## src/design/loopcfg_pkg.sv

```systemverilog
// constants for the output source and loop configuration registers
package loopcfg_pkg;
  localparam logic [7:0] ADDR_SRC_SEL = 8'h63;
  localparam logic [7:0] ADDR_RSVD_A = 8'h64;
  localparam logic [7:0] ADDR_RSVD_B = 8'h65;
  localparam logic [7:0] ADDR_RSVD_C = 8'h66;
  localparam logic [7:0] ADDR_SRC_MISC = 8'h67;
  localparam logic [7:0] ADDR_FILTER = 8'h68;
  localparam logic [7:0] ADDR_MODE = 8'h69;
  localparam logic [7:0] ADDR_MANUAL = 8'h6a;
  localparam logic [7:0] ADDR_LOOP_MISC = 8'h6b;
  // field positions
  localparam int SYNC_BIT = 7;
  localparam int PAIR3_LSB = 4;
  localparam int PAIR2_LSB = 0;
  localparam int PUMP_LSB = 5;
  localparam int SER_LSB = 3;
  localparam int PAR_LSB = 1;
  localparam int POLE_BIT = 0;
  localparam int TDC_BIT = 4;
  localparam int SYN_BIT = 3;
  localparam int CNT_BIT = 1;
  localparam int OVR_BIT = 0;
  localparam int OSC_LSB = 5;
  localparam int LOCKV_LSB = 0;
  // writable masks per register
  localparam logic [7:0] MASK_SRC_SEL = 8'hb3;
  localparam logic [7:0] MASK_SRC_MISC = 8'hfc;
  localparam logic [7:0] MASK_FILTER = 8'hff;
  localparam logic [7:0] MASK_MODE = 8'h1b;
  localparam logic [7:0] MASK_MANUAL = 8'hff;
  localparam logic [7:0] MASK_LOOP_MISC = 8'he0;
  // reset values
  localparam logic [7:0] RST_SRC_SEL = 8'h00;
  localparam logic [7:0] RST_SRC_MISC = 8'ha0;
  localparam logic [7:0] RST_FILTER = 8'h8b;
  localparam logic [7:0] RST_MODE = 8'h02;
  localparam logic [7:0] RST_MANUAL = 8'h0b;
  localparam logic [7:0] RST_LOOP_MISC = 8'h20;
  // source codes
  localparam logic [1:0] SRC_PLL = 2'h0;
  localparam logic [1:0] SRC_REF0 = 2'h1;
  localparam logic [1:0] SRC_REF1 = 2'h2;
  localparam logic [1:0] SRC_XTAL = 2'h3;
  localparam logic [2:0] OSC_FIRST = 3'h0;
  localparam logic [2:0] OSC_SECOND = 3'h1;
  typedef enum logic [2:0] {
    SYNC_RUN = 3'b001,
    SYNC_HOLD = 3'b010,
    SYNC_RELEASE = 3'b100
  } sync_state_t;
endpackage : loopcfg_pkg

```

## src/design/output_source_and_loop_config.sv

```systemverilog
// register bank for output pair sources, divider sync and loop settings
// Function
// sync bit rising holds all pll-fed output dividers in reset
// sync bit falling releases dividers together and clears coarse phase
// pair two and three source codes: pll, ref0, ref1, crystal; reset 00
// software avoids direct reference source above 250 MHz
// software writes zero to reserved bits, ignores their read value
// pump current code picks 110 to 880 microamps; reset 100
// series resistor code picks 330 to 1790 ohms; reset 01
// parallel capacitor code picks 40 to 200 picofarads; reset 01
// second pole bit picks post resistor 497 or 1580 ohms; reset 1
// time digitizer off bit disables converter when one; reset 0
// synthesizer only bit runs pll from crystal alone; reset 0
// software forces free-run loop state with synthesizer only mode
// lock counter width bit picks 20 or 16 bit accumulator; reset 1
// lock override bit selects manual lock control when one; reset 0
// manual oscillator choice 000 first vco, 001 second vco
// manual lock value feeds vco lock control in manual mode
// fields hold last write, read back, reset to defaults
`timescale 1ns/1ps
module output_source_and_loop_config (
  input wire logic REF_CLK, // 40 MHz system clock
  input wire logic SRST, // synchronous reset, active high
  input wire logic REG_WR, // register write strobe
  input wire logic [7:0] REG_ADDR, // register address
  input wire logic [7:0] REG_WDATA, // write data
  output logic [7:0] REG_RDATA, // registered read data
  output logic DIV_HOLD, // pll-fed output dividers in reset
  output logic PHASE_CLEAR, // coarse phase reset pulse
  output logic [1:0] PAIR2_SOURCE_PICK, // pair two source
  output logic [1:0] PAIR3_SOURCE_PICK, // pair three source
  output logic [7:0] PAIR2_ROUTE, // pair two one-hot source route
  output logic [7:0] PAIR3_ROUTE, // pair three one-hot source route
  output logic [2:0] PUMP_CURRENT_CODE, // charge pump current
  output logic [1:0] FILTER_SERIES_RESISTOR, // loop filter series r
  output logic [1:0] FILTER_PARALLEL_CAPACITOR, // loop filter parallel c
  output logic SECOND_POLE_PICK, // post resistor pick
  output logic TIME_DIGITIZER_OFF, // converter disable
  output logic SYNTHESIZER_ONLY, // crystal-only synthesis
  output logic LOCK_COUNTER_WIDTH, // 1 = 16-bit lock counter
  output logic LOCK_MANUAL_OVERRIDE, // manual lock mode
  output logic VCO_SECOND_SELECT, // second vco in use (manual)
  output logic [4:0] MANUAL_LOCK_VALUE, // lock control value
  output logic [4:0] LOCK_CONTROL // applied lock control value
);
  logic [7:0] src_sel, src_misc, filter, mode, manual, loop_misc;
  logic hold_w, clear_w;
  wire sync_w = src_sel[loopcfg_pkg::SYNC_BIT];

  cfg_byte_reg #(.ADDR(loopcfg_pkg::ADDR_SRC_SEL),
    .MASK(loopcfg_pkg::MASK_SRC_SEL),
    .RESET_VALUE(loopcfg_pkg::RST_SRC_SEL)) u_src_sel (
    .clk(REF_CLK), .srst(SRST), .wr_en(REG_WR), .addr(REG_ADDR),
    .wdata(REG_WDATA), .value(src_sel));
  cfg_byte_reg #(.ADDR(loopcfg_pkg::ADDR_SRC_MISC),
    .MASK(loopcfg_pkg::MASK_SRC_MISC),
    .RESET_VALUE(loopcfg_pkg::RST_SRC_MISC)) u_src_misc (
    .clk(REF_CLK), .srst(SRST), .wr_en(REG_WR), .addr(REG_ADDR),
    .wdata(REG_WDATA), .value(src_misc));
  cfg_byte_reg #(.ADDR(loopcfg_pkg::ADDR_FILTER),
    .MASK(loopcfg_pkg::MASK_FILTER),
    .RESET_VALUE(loopcfg_pkg::RST_FILTER)) u_filter (
    .clk(REF_CLK), .srst(SRST), .wr_en(REG_WR), .addr(REG_ADDR),
    .wdata(REG_WDATA), .value(filter));
  cfg_byte_reg #(.ADDR(loopcfg_pkg::ADDR_MODE),
    .MASK(loopcfg_pkg::MASK_MODE),
    .RESET_VALUE(loopcfg_pkg::RST_MODE)) u_mode (
    .clk(REF_CLK), .srst(SRST), .wr_en(REG_WR), .addr(REG_ADDR),
    .wdata(REG_WDATA), .value(mode));
  cfg_byte_reg #(.ADDR(loopcfg_pkg::ADDR_MANUAL),
    .MASK(loopcfg_pkg::MASK_MANUAL),
    .RESET_VALUE(loopcfg_pkg::RST_MANUAL)) u_manual (
    .clk(REF_CLK), .srst(SRST), .wr_en(REG_WR), .addr(REG_ADDR),
    .wdata(REG_WDATA), .value(manual));
  cfg_byte_reg #(.ADDR(loopcfg_pkg::ADDR_LOOP_MISC),
    .MASK(loopcfg_pkg::MASK_LOOP_MISC),
    .RESET_VALUE(loopcfg_pkg::RST_LOOP_MISC)) u_loop_misc (
    .clk(REF_CLK), .srst(SRST), .wr_en(REG_WR), .addr(REG_ADDR),
    .wdata(REG_WDATA), .value(loop_misc));

  divider_sync_ctrl u_sync (
    .clk(REF_CLK),
    .srst(SRST),
    .sync_bit(sync_w),
    .hold(hold_w),
    .phase_clear(clear_w)
  );

  // one-hot route: bit0 pll, bit1 ref0, bit2 ref1, bit3 crystal
  function automatic logic [7:0] route_of(input logic [1:0] code);
    route_of = 8'h00;
    case (code)
      loopcfg_pkg::SRC_PLL: route_of = 8'h01;
      loopcfg_pkg::SRC_REF0: route_of = 8'h02;
      loopcfg_pkg::SRC_REF1: route_of = 8'h04;
      default: route_of = 8'h08;
    endcase
  endfunction : route_of

  wire [1:0] pair2_w = src_sel[loopcfg_pkg::PAIR2_LSB +: 2];
  wire [1:0] pair3_w = src_sel[loopcfg_pkg::PAIR3_LSB +: 2];
  wire manual_w = mode[loopcfg_pkg::OVR_BIT];
  wire [2:0] osc_w = manual[loopcfg_pkg::OSC_LSB +: 3];
  wire [4:0] lockv_w = manual[loopcfg_pkg::LOCKV_LSB +: 5];
  // reserved vco codes fall back to the first oscillator
  wire second_w = manual_w && (osc_w == loopcfg_pkg::OSC_SECOND);
  wire [4:0] lockctl_w = manual_w ? lockv_w : 5'h00;

  logic [7:0] rdata_d;
  always_comb begin
    case (REG_ADDR)
      loopcfg_pkg::ADDR_SRC_SEL: rdata_d = src_sel;
      loopcfg_pkg::ADDR_SRC_MISC: rdata_d = src_misc;
      loopcfg_pkg::ADDR_FILTER: rdata_d = filter;
      loopcfg_pkg::ADDR_MODE: rdata_d = mode;
      loopcfg_pkg::ADDR_MANUAL: rdata_d = manual;
      loopcfg_pkg::ADDR_LOOP_MISC: rdata_d = loop_misc;
      default: rdata_d = 8'h00;
    endcase
  end

  always_ff @(posedge REF_CLK) begin
    if (SRST) begin
      REG_RDATA <= 8'h00;
      DIV_HOLD <= 1'b0;
      PHASE_CLEAR <= 1'b0;
      PAIR2_SOURCE_PICK <= 2'h0;
      PAIR3_SOURCE_PICK <= 2'h0;
      PAIR2_ROUTE <= 8'h01;
      PAIR3_ROUTE <= 8'h01;
      PUMP_CURRENT_CODE <= 3'h4;
      FILTER_SERIES_RESISTOR <= 2'h1;
      FILTER_PARALLEL_CAPACITOR <= 2'h1;
      SECOND_POLE_PICK <= 1'b1;
      TIME_DIGITIZER_OFF <= 1'b0;
      SYNTHESIZER_ONLY <= 1'b0;
      LOCK_COUNTER_WIDTH <= 1'b1;
      LOCK_MANUAL_OVERRIDE <= 1'b0;
      VCO_SECOND_SELECT <= 1'b0;
      MANUAL_LOCK_VALUE <= 5'h0b;
      LOCK_CONTROL <= 5'h00;
    end else begin
      REG_RDATA <= rdata_d;
      DIV_HOLD <= hold_w;
      PHASE_CLEAR <= clear_w;
      PAIR2_SOURCE_PICK <= pair2_w;
      PAIR3_SOURCE_PICK <= pair3_w;
      PAIR2_ROUTE <= route_of(pair2_w);
      PAIR3_ROUTE <= route_of(pair3_w);
      PUMP_CURRENT_CODE <= filter[loopcfg_pkg::PUMP_LSB +: 3];
      FILTER_SERIES_RESISTOR <= filter[loopcfg_pkg::SER_LSB +: 2];
      FILTER_PARALLEL_CAPACITOR <= filter[loopcfg_pkg::PAR_LSB +: 2];
      SECOND_POLE_PICK <= filter[loopcfg_pkg::POLE_BIT];
      TIME_DIGITIZER_OFF <= mode[loopcfg_pkg::TDC_BIT];
      SYNTHESIZER_ONLY <= mode[loopcfg_pkg::SYN_BIT];
      LOCK_COUNTER_WIDTH <= mode[loopcfg_pkg::CNT_BIT];
      LOCK_MANUAL_OVERRIDE <= manual_w;
      VCO_SECOND_SELECT <= second_w;
      MANUAL_LOCK_VALUE <= lockv_w;
      LOCK_CONTROL <= lockctl_w;
    end
  end

  // hold shows two edges after the stored bit rises: one edge for the
  // sequencer state, one for the output flop
  hold_after_rise_a: assert property (
    @(posedge REF_CLK) disable iff (SRST)
    $rose(sync_w) |-> ##2 DIV_HOLD)
    else $error("dividers not held after sync rise");
  release_clear_a: assert property (
    @(posedge REF_CLK) disable iff (SRST)
    (DIV_HOLD && $fell(sync_w)) |-> ##2 (PHASE_CLEAR && !DIV_HOLD))
    else $error("release without phase clear");
  clear_one_cycle_a: assert property (
    @(posedge REF_CLK) disable iff (SRST)
    PHASE_CLEAR |=> !PHASE_CLEAR)
    else $error("phase clear longer than one cycle");
  route_onehot_a: assert property (
    @(posedge REF_CLK) disable iff (SRST)
    PAIR2_ROUTE == (8'h01 << PAIR2_SOURCE_PICK))
    else $error("pair two route mismatch");
  route3_onehot_a: assert property (
    @(posedge REF_CLK) disable iff (SRST)
    PAIR3_ROUTE == (8'h01 << PAIR3_SOURCE_PICK))
    else $error("pair three route mismatch");
  pair_follows_a: assert property (
    @(posedge REF_CLK) disable iff (SRST)
    (REG_WR && REG_ADDR == loopcfg_pkg::ADDR_SRC_SEL) |-> ##2
    (PAIR2_SOURCE_PICK == $past(REG_WDATA[1:0], 2)
    && PAIR3_SOURCE_PICK == $past(REG_WDATA[5:4], 2)))
    else $error("pair source not applied");
  write_readback_a: assert property (
    @(posedge REF_CLK) disable iff (SRST)
    (REG_WR && REG_ADDR == loopcfg_pkg::ADDR_FILTER)
    ##1 (!REG_WR && REG_ADDR == loopcfg_pkg::ADDR_FILTER)
    |=> REG_RDATA == $past(REG_WDATA, 2))
    else $error("filter register readback wrong");
  pump_follows_a: assert property (
    @(posedge REF_CLK) disable iff (SRST)
    (REG_WR && REG_ADDR == loopcfg_pkg::ADDR_FILTER) |-> ##2
    PUMP_CURRENT_CODE == $past(REG_WDATA[7:5], 2))
    else $error("pump current not applied");
  filter_fields_a: assert property (
    @(posedge REF_CLK) disable iff (SRST)
    (REG_WR && REG_ADDR == loopcfg_pkg::ADDR_FILTER) |-> ##2
    (FILTER_SERIES_RESISTOR == $past(REG_WDATA[4:3], 2)
    && FILTER_PARALLEL_CAPACITOR == $past(REG_WDATA[2:1], 2)
    && SECOND_POLE_PICK == $past(REG_WDATA[0], 2)))
    else $error("loop filter setting not applied");
  mode_follows_a: assert property (
    @(posedge REF_CLK) disable iff (SRST)
    (REG_WR && REG_ADDR == loopcfg_pkg::ADDR_MODE) |-> ##2
    (TIME_DIGITIZER_OFF == $past(REG_WDATA[4], 2)
    && SYNTHESIZER_ONLY == $past(REG_WDATA[3], 2)
    && LOCK_COUNTER_WIDTH == $past(REG_WDATA[1], 2)
    && LOCK_MANUAL_OVERRIDE == $past(REG_WDATA[0], 2)))
    else $error("loop mode setting not applied");
  manual_gate_a: assert property (
    @(posedge REF_CLK) disable iff (SRST)
    !LOCK_MANUAL_OVERRIDE |-> (LOCK_CONTROL == 5'h00 && !VCO_SECOND_SELECT))
    else $error("lock control active in automatic mode");
  manual_value_a: assert property (
    @(posedge REF_CLK) disable iff (SRST)
    LOCK_MANUAL_OVERRIDE |-> LOCK_CONTROL == MANUAL_LOCK_VALUE)
    else $error("manual lock value not applied");
  // reserved oscillator codes must never reach the second vco
  vco_second_a: assert property (
    @(posedge REF_CLK) disable iff (SRST)
    (REG_WR && REG_ADDR == loopcfg_pkg::ADDR_MANUAL) |-> ##2
    VCO_SECOND_SELECT == (LOCK_MANUAL_OVERRIDE
    && $past(REG_WDATA[7:5], 2) == loopcfg_pkg::OSC_SECOND))
    else $error("second vco pick wrong");
  reset_defaults_a: assert property (
    @(posedge REF_CLK)
    SRST |=> (SECOND_POLE_PICK && LOCK_COUNTER_WIDTH
    && MANUAL_LOCK_VALUE == 5'h0b && FILTER_SERIES_RESISTOR == 2'h1
    && PUMP_CURRENT_CODE == 3'h4 && FILTER_PARALLEL_CAPACITOR == 2'h1
    && PAIR2_SOURCE_PICK == 2'h0 && !SYNTHESIZER_ONLY && !DIV_HOLD))
    else $error("reset defaults wrong");
endmodule : output_source_and_loop_config

```

## src/design/cfg_byte_reg.sv

```systemverilog
// one eight-bit configuration register with write mask and reset value
`timescale 1ns/1ps
module cfg_byte_reg #(
  parameter logic [7:0] ADDR = 8'h00,
  parameter logic [7:0] MASK = 8'hff,
  parameter logic [7:0] RESET_VALUE = 8'h00
) (
  input wire logic clk, // system clock
  input wire logic srst, // synchronous reset
  input wire logic wr_en, // write strobe
  input wire logic [7:0] addr, // register address
  input wire logic [7:0] wdata, // write data
  output logic [7:0] value // stored value
);
  logic [7:0] value_q;
  wire hit = wr_en && (addr == ADDR);
  // reserved positions never store, so they read back zero
  wire [7:0] value_d = hit ? (wdata & MASK) : value_q;
  always_ff @(posedge clk) begin
    if (srst) begin
      value_q <= RESET_VALUE;
    end else begin
      value_q <= value_d;
    end
  end
  assign value = value_q;
endmodule : cfg_byte_reg

```

## src/design/divider_sync_ctrl.sv

```systemverilog
// release sequencer for the pll-fed output dividers
`timescale 1ns/1ps
module divider_sync_ctrl (
  input wire logic clk, // system clock
  input wire logic srst, // synchronous reset
  input wire logic sync_bit, // stored synchronization bit
  output logic hold, // dividers held in reset
  output logic phase_clear // one-cycle coarse phase clear
);
  loopcfg_pkg::sync_state_t state_q, state_d;
  logic sync_prev_q;
  wire rise = sync_bit && !sync_prev_q;
  wire fall = !sync_bit && sync_prev_q;
  always_comb begin
    state_d = state_q;
    case (state_q)
      loopcfg_pkg::SYNC_RUN: begin
        if (rise) state_d = loopcfg_pkg::SYNC_HOLD;
      end
      loopcfg_pkg::SYNC_HOLD: begin
        if (fall) state_d = loopcfg_pkg::SYNC_RELEASE;
      end
      loopcfg_pkg::SYNC_RELEASE: begin
        state_d = rise ? loopcfg_pkg::SYNC_HOLD : loopcfg_pkg::SYNC_RUN;
      end
      default: state_d = loopcfg_pkg::SYNC_RUN;
    endcase
  end
  always_ff @(posedge clk) begin
    if (srst) begin
      state_q <= loopcfg_pkg::SYNC_RUN;
      sync_prev_q <= 1'b0;
    end else begin
      state_q <= state_d;
      sync_prev_q <= sync_bit;
    end
  end
  assign hold = (state_q == loopcfg_pkg::SYNC_HOLD);
  assign phase_clear = (state_q == loopcfg_pkg::SYNC_RELEASE);
endmodule : divider_sync_ctrl

```

## config.mk

```make
export PLATFORM = sky130hd
export DESIGN_NAME = output_source_and_loop_config
export DESIGN_NICKNAME = d
export VERILOG_FILES = /design/src/design/loopcfg_pkg.sv /design/src/design/output_source_and_loop_config.sv /design/src/design/cfg_byte_reg.sv /design/src/design/divider_sync_ctrl.sv
export SDC_FILE = /design/constraint.sdc
export NUM_CORES = 1
export LEC_CHECK = 0
export ABC_AREA = 0
export BUFFER_PORTS_ARGS = -buffer_cell sky130_fd_sc_hd__buf_2
export CAP_MARGIN = 30
export CORE_ASPECT_RATIO = 1.4
export CORE_MARGIN = 8
export CORE_UTILIZATION = 45
export DETAILED_ROUTE_END_ITERATION = 8
export PLACE_DENSITY = 0.83
export SLEW_MARGIN = 20
export SYNTH_ARGS = -nofsm -noshare
export SYNTH_HDL_FRONTEND = slang
export SYNTH_SLANG_ARGS = --single-unit
export TNS_END_PERCENT = 5
```

## constraint.sdc

```tcl
create_clock -name REF_CLK -period 1.53 [get_ports REF_CLK]
set_input_delay 0.306 -clock REF_CLK [delete_from_list [all_inputs] [get_ports REF_CLK]]
set_output_delay 0.306 -clock REF_CLK [all_outputs]
set_load 0.02 [all_outputs]
```

# --- Word-level counts from Yosys, hierarchy flattened ---
# Index checks and enable logic that the tools add are counted.
word_totals:
  word_cells: 65
  inputBits: 19
  ff_bits: 91
classes:
  reduce_logical: 15
  n_bitwise: 1
  muxes: 7
  eq_ne: 16
op_table:
  columns: ["cell", "n"]
  rows:
  - ["$eq A8 B7 Y1 const B", 6]
  - ["$pmux W8 S6", 1]
  - ["$pmux W4 S3", 2]
  - ["$logic_and A1 B1 Y1", 9]
  - ["$pmux W3 S3", 1]
  - ["$eq A3 B1 Y1 const B", 2]
  - ["$mux W3", 2]
  - ["$eq A2 B1 Y1 const B", 2]
  - ["$eq A2 B2 Y1 const B", 2]
  - ["$logic_not A2 Y1", 2]
  - ["$ne A2 B1 Y1 const B", 2]
  - ["$eq A3 B2 Y1 const B", 1]
  - ["$eq A3 B3 Y1 const B", 1]
  - ["$logic_not A1 Y1", 2]
  - ["$mux W2", 1]
  - ["$reduce_and A2 Y1", 1]
  - ["$reduce_or A2 Y1", 1]
  - ["$not A1 Y1", 1]

# --- Longest topological paths before layout ---
depth:
  depth_word: 4
  ltp_mapped: 5

# --- By module ---
# Synthesis repeated with hierarchy kept, for this count alone.
unflattened:
  cells_unflattened: 348
  hier_area_um2: 3707.3
by_module_without_submodules:
  columns: ["module", "n_inst", "seq_area_each_um2", "area_per_inst_um2", "cells_per_inst"]
  rows:
  - ["output_source_and_loop_config", 1, 900.9, 1725.4, 151]
  - ["cfg_byte_reg (u_manual)", 1, 160.2, 369.1, 37]
  - ["cfg_byte_reg (u_filter)", 1, 160.2, 361.6, 37]
  - ["cfg_byte_reg (u_src_misc)", 1, 120.1, 322.8, 31]
  - ["cfg_byte_reg (u_src_sel)", 1, 100.1, 291.5, 27]
  - ["cfg_byte_reg (u_mode)", 1, 80.1, 239.0, 25]
  - ["cfg_byte_reg (u_loop_misc)", 1, 60.1, 219.0, 21]
  - ["divider_sync_ctrl", 1, 80.1, 178.9, 19]

# --- Worst setup path after synthesis ---
# OpenSTA, ideal clock, no wires.
synth_timing:
  path_kind: "in2reg"
  startpoint: "in REG_ADDR[7]"
  endpoint: "reg REG_RDATA[2]"
  path_buffers: 1
  setup_time_ps: 103
  required_ps: 1427
  setup_slack_ps: -12
  t_arrival_ps: 1439
  stages: 4
  cell_sequence: "nand4bb_4 > buf_6 > or4_4 > a2111oi_2"
synth_between:
  elab_chain_len: 2
synth_rtl:
  columns: ["item", "line", "rtl"]
  rows:
  - ["start: declaration", "output_source_and_loop_config.sv:25", "input wire logic [7:0] REG_ADDR,"]
  - ["$eq A8 B7 Y1", "output_source_and_loop_config.sv:111", "case (REG_ADDR)"]
  - ["$pmux W8 S6 (*)", "output_source_and_loop_config.sv:111", null]
  - ["end signal: assignment", "output_source_and_loop_config.sv:143", "REG_RDATA <= rdata_d;"]
  - ["end: declaration", "output_source_and_loop_config.sv:27", "output logic [7:0] REG_RDATA,"]
# Every way passes the cells marked *; elsewhere a longest branch is shown, timed or not.
# A chain may end at the register's enable or synchronous reset.

# --- Worst setup path after layout ---
layout_timing:
  startpoint: "in REG_ADDR[7]"
  endpoint: "reg u_manual.value_q[4] (netlist: u_manual.value[4])"
layout_between:
  elab_chain_len: 2
layout_rtl:
  columns: ["item", "line", "rtl"]
  rows:
  - ["$eq A8 B7 Y1", "cfg_byte_reg.sv:16", "wire hit = wr_en && (addr == ADDR);"]
  - ["$logic_and A1 B1 Y1", "cfg_byte_reg.sv:16", null]
  - ["end signal: assignment", "cfg_byte_reg.sv:23", "value_q <= value_d;"]
  - ["end: declaration", "cfg_byte_reg.sv:15", "logic [7:0] value_q;"]
# No other way between the ends.

==> impl_metrics.toml <==
[run_status]
outcome = "complete, no violations"

[layout]
syn_to_final_growth_pct = 24.7
mostFrequentLayoutCell = "dfxtp_1"
stdcell_count = 480
diodes = 0
mostFrequentLayoutCells = "dfxtp_1, buf_2, mux2i_1"
final_util_pct = 56.6
nets = 399
drive_gt1_share_pct = 29.9

[logic_synthesis]
synth.distinct_cells = 39
syn_avg_cell_area_um2 = 10.7
synth_cells = 290
synth_area_um2 = 3110
synth_seq_cells = 83
ys_seq_area_share_pct = 53.4
synth_warnings = 0

[global_routing]
globalRouteOverflowTotal = 0
grt_max_degree = 26
antenna_found_initial = 0
grt_pass1_vias = 2388
grt_first_pass_wirelength_um = 11300
track_usage_pct = 14.8

[timing]
period_share_pct = 84.7
clock.fmax_mhz = 772
setup_viol = 0
hold_violations = 0
fin_skew_ns = 0.00655
post-route-min-period_ns = 1.30
maxSlewViolCount = 0
rsz0062_at_grt = "false"
tns_ns = 0
hold_ws_ns = 0.231

[detailed_routing]
drc_errors = 0
drt_iter0_markers = 140
viasPerCell = 4.88
ant_nets = 0
drt-wirelength-per-cell_um = 14.6
drt_wl_total_um = 7000
dr_total_vias = 2344
dr.pass1.iters = 4

[floorplanning]
core_region_area_um2 = 6850
die-area_um2 = 9860
fp.dieW_um = 86.3
rows = 36
start_util_pct = 45.4
num_io_pins = 72
die_h_um = 114

[cts]
cts_inserted_buffers = 9
cts.sinks = 83
postCtsSetupBuffers = 0
ctsHoldBuffers = 0
cts-root-buf = "clkbuf_8"
clk-insertion-delay-late_ns = 0.35
path_clk_slew_ns = 0.08
post_cts_resized = 0
cts_htree_levels = 3
tritoncts = "done"
clockBufferDepth = 2

[critical_path]
crit_fanout = 5
cp.required_ns = 1.76
reg2reg_from = "u_manual.value[2]$_SDFFE_PP0P_"
path_class = "in2reg"
cp_data_arrival_time_ns = 1.53
cp-end-kind = "flop"
cp-start-kind = "input pin"
startpoint = "REG_ADDR[7]"

[flow_run]
maxCapViolCount = 0

[placed_design]
dp.cells = 464
dpl.hpwl_um = 5480
place_congestion = 0.875
place.port_buffers = 63

[power]
leakage_nw = 1.89
p_per_area_nw_per_um2 = 992
finalPower_w = 0.00384
vdd_drop_max_mv = 0.389

[hold_path]
hold_class = "in2reg"
hp-start = "REG_WDATA[5]"
-- registers in the layout (all words and copies together), names as in the netlist, 3 cells and up --
signal	flops
LOCK_CONTROL	5
MANUAL_LOCK_VALUE	5
PAIR2_ROUTE	4
PAIR3_ROUTE	4
PUMP_CURRENT_CODE	3
REG_RDATA	8
u_filter.value	8
u_loop_misc.value	3
u_manual.value	8
u_mode.value	4
u_src_misc.value	6
u_src_sel.value	5
u_sync.state_q	3
-- area by class of cell --
cell class / instances / area [um2]
clock buffers: 13 / 169
multi-input cells: 170 / 1270
inverters: 23 / 86.3
clock inverters: 3 / 21.3
repair buffers: 93 / 553
flip-flops and latches: 83 / 1660
well taps: 95 / 119
fillers: 605 / 2970
-- critical path: stages --
cell and delay [ns]:
buf_2 0.11, nand4bb_4 0.25, or4_1 0.68, mux2i_1 0.18
-- final timing paths --
kind         cells past startpoint  slack (ns)                               end
max                              4        0.23    u_manual.value[4]$_SDFFE_PP0P_
min                              3        0.23  u_src_misc.value[5]$_SDFFE_PP1P_
max reg2reg                      3        0.27           REG_RDATA[2]$_SDFF_PP0_
min reg2reg                      1        0.46         PAIR3_ROUTE[1]$_SDFF_PP0_
-- report_power, final --
group	switching (W)	leakage [nW]	total [W]	internal (W)
Clock	0.000746	0.0956	0.00147	0.000723
Combinational	0.000121	1.12	0.000214	0.0000939
Sequential	0.00000101	0.669	0.00216	0.00216
-- routing by layer --
| metal | up-vias | wire (um) | GRT usage [%] |
|---|---|---|---|
| met4 | 0 | 195 | 9.46 |
| met2 | 81 | 3620 | 25.9 |
| met3 | 16 | 433 | 4.17 |
| li1 | 1139 | - | - |
| met5 | - | 0 | 0 |
| met1 | 1108 | 2750 | 15.0 |
-- Yosys cell counts, drive strengths merged --
master	number	area (um2)
o2bb2ai	5	43.8
nand3	1	5.00
and2	9	56.3
nand2b	32	200
nor2b	3	18.8
nand2	2	7.51
o32ai	1	8.76
nor4	1	12.5
nor4b	4	35.0
and2b	1	7.51
nand4	3	18.8
and4bb	1	12.5
o21a	1	7.51
and4	1	8.76
nand4bb	2	38.8
nand3b	2	27.5
inv	23	86.3
nor3	3	15.0
buf	12	86.3
dfxtp	83	1660
nor3b	2	20.0
nor2	25	93.8
a21o	2	15.0
conb	1	3.75
a2bb2oi	3	26.3
or4	4	33.8
a2111oi	1	15.0
or3	1	6.26
a22o	4	35.0
o22ai	2	12.5
o21ai	1	5.00
mux2i	45	450
clkbuf	9	33.8
-- logic make-up after synthesis --
family                 Yosys count  share of synthesized area [%]
and+or+nand+nor                 97                           19.9
DFF                             83                           53.4
muxes                           45                           14.5
buffers and inverters           44                           6.64
AOI/OAI and AO/OA               20                           5.43
other                            1                          0.121
-- metrics by stage --
step,setup WS (ns),instance area (um2)
6_report,0.235,3880
5_1_grt,0.202,3880
4_1_cts,0.257,3880
3_5_place_dp,-0.109,3690
3_3_place_gp,-0.0686,3690
2_1_floorplan,-0.0121,3140
(Power assumes the default switching activity.)
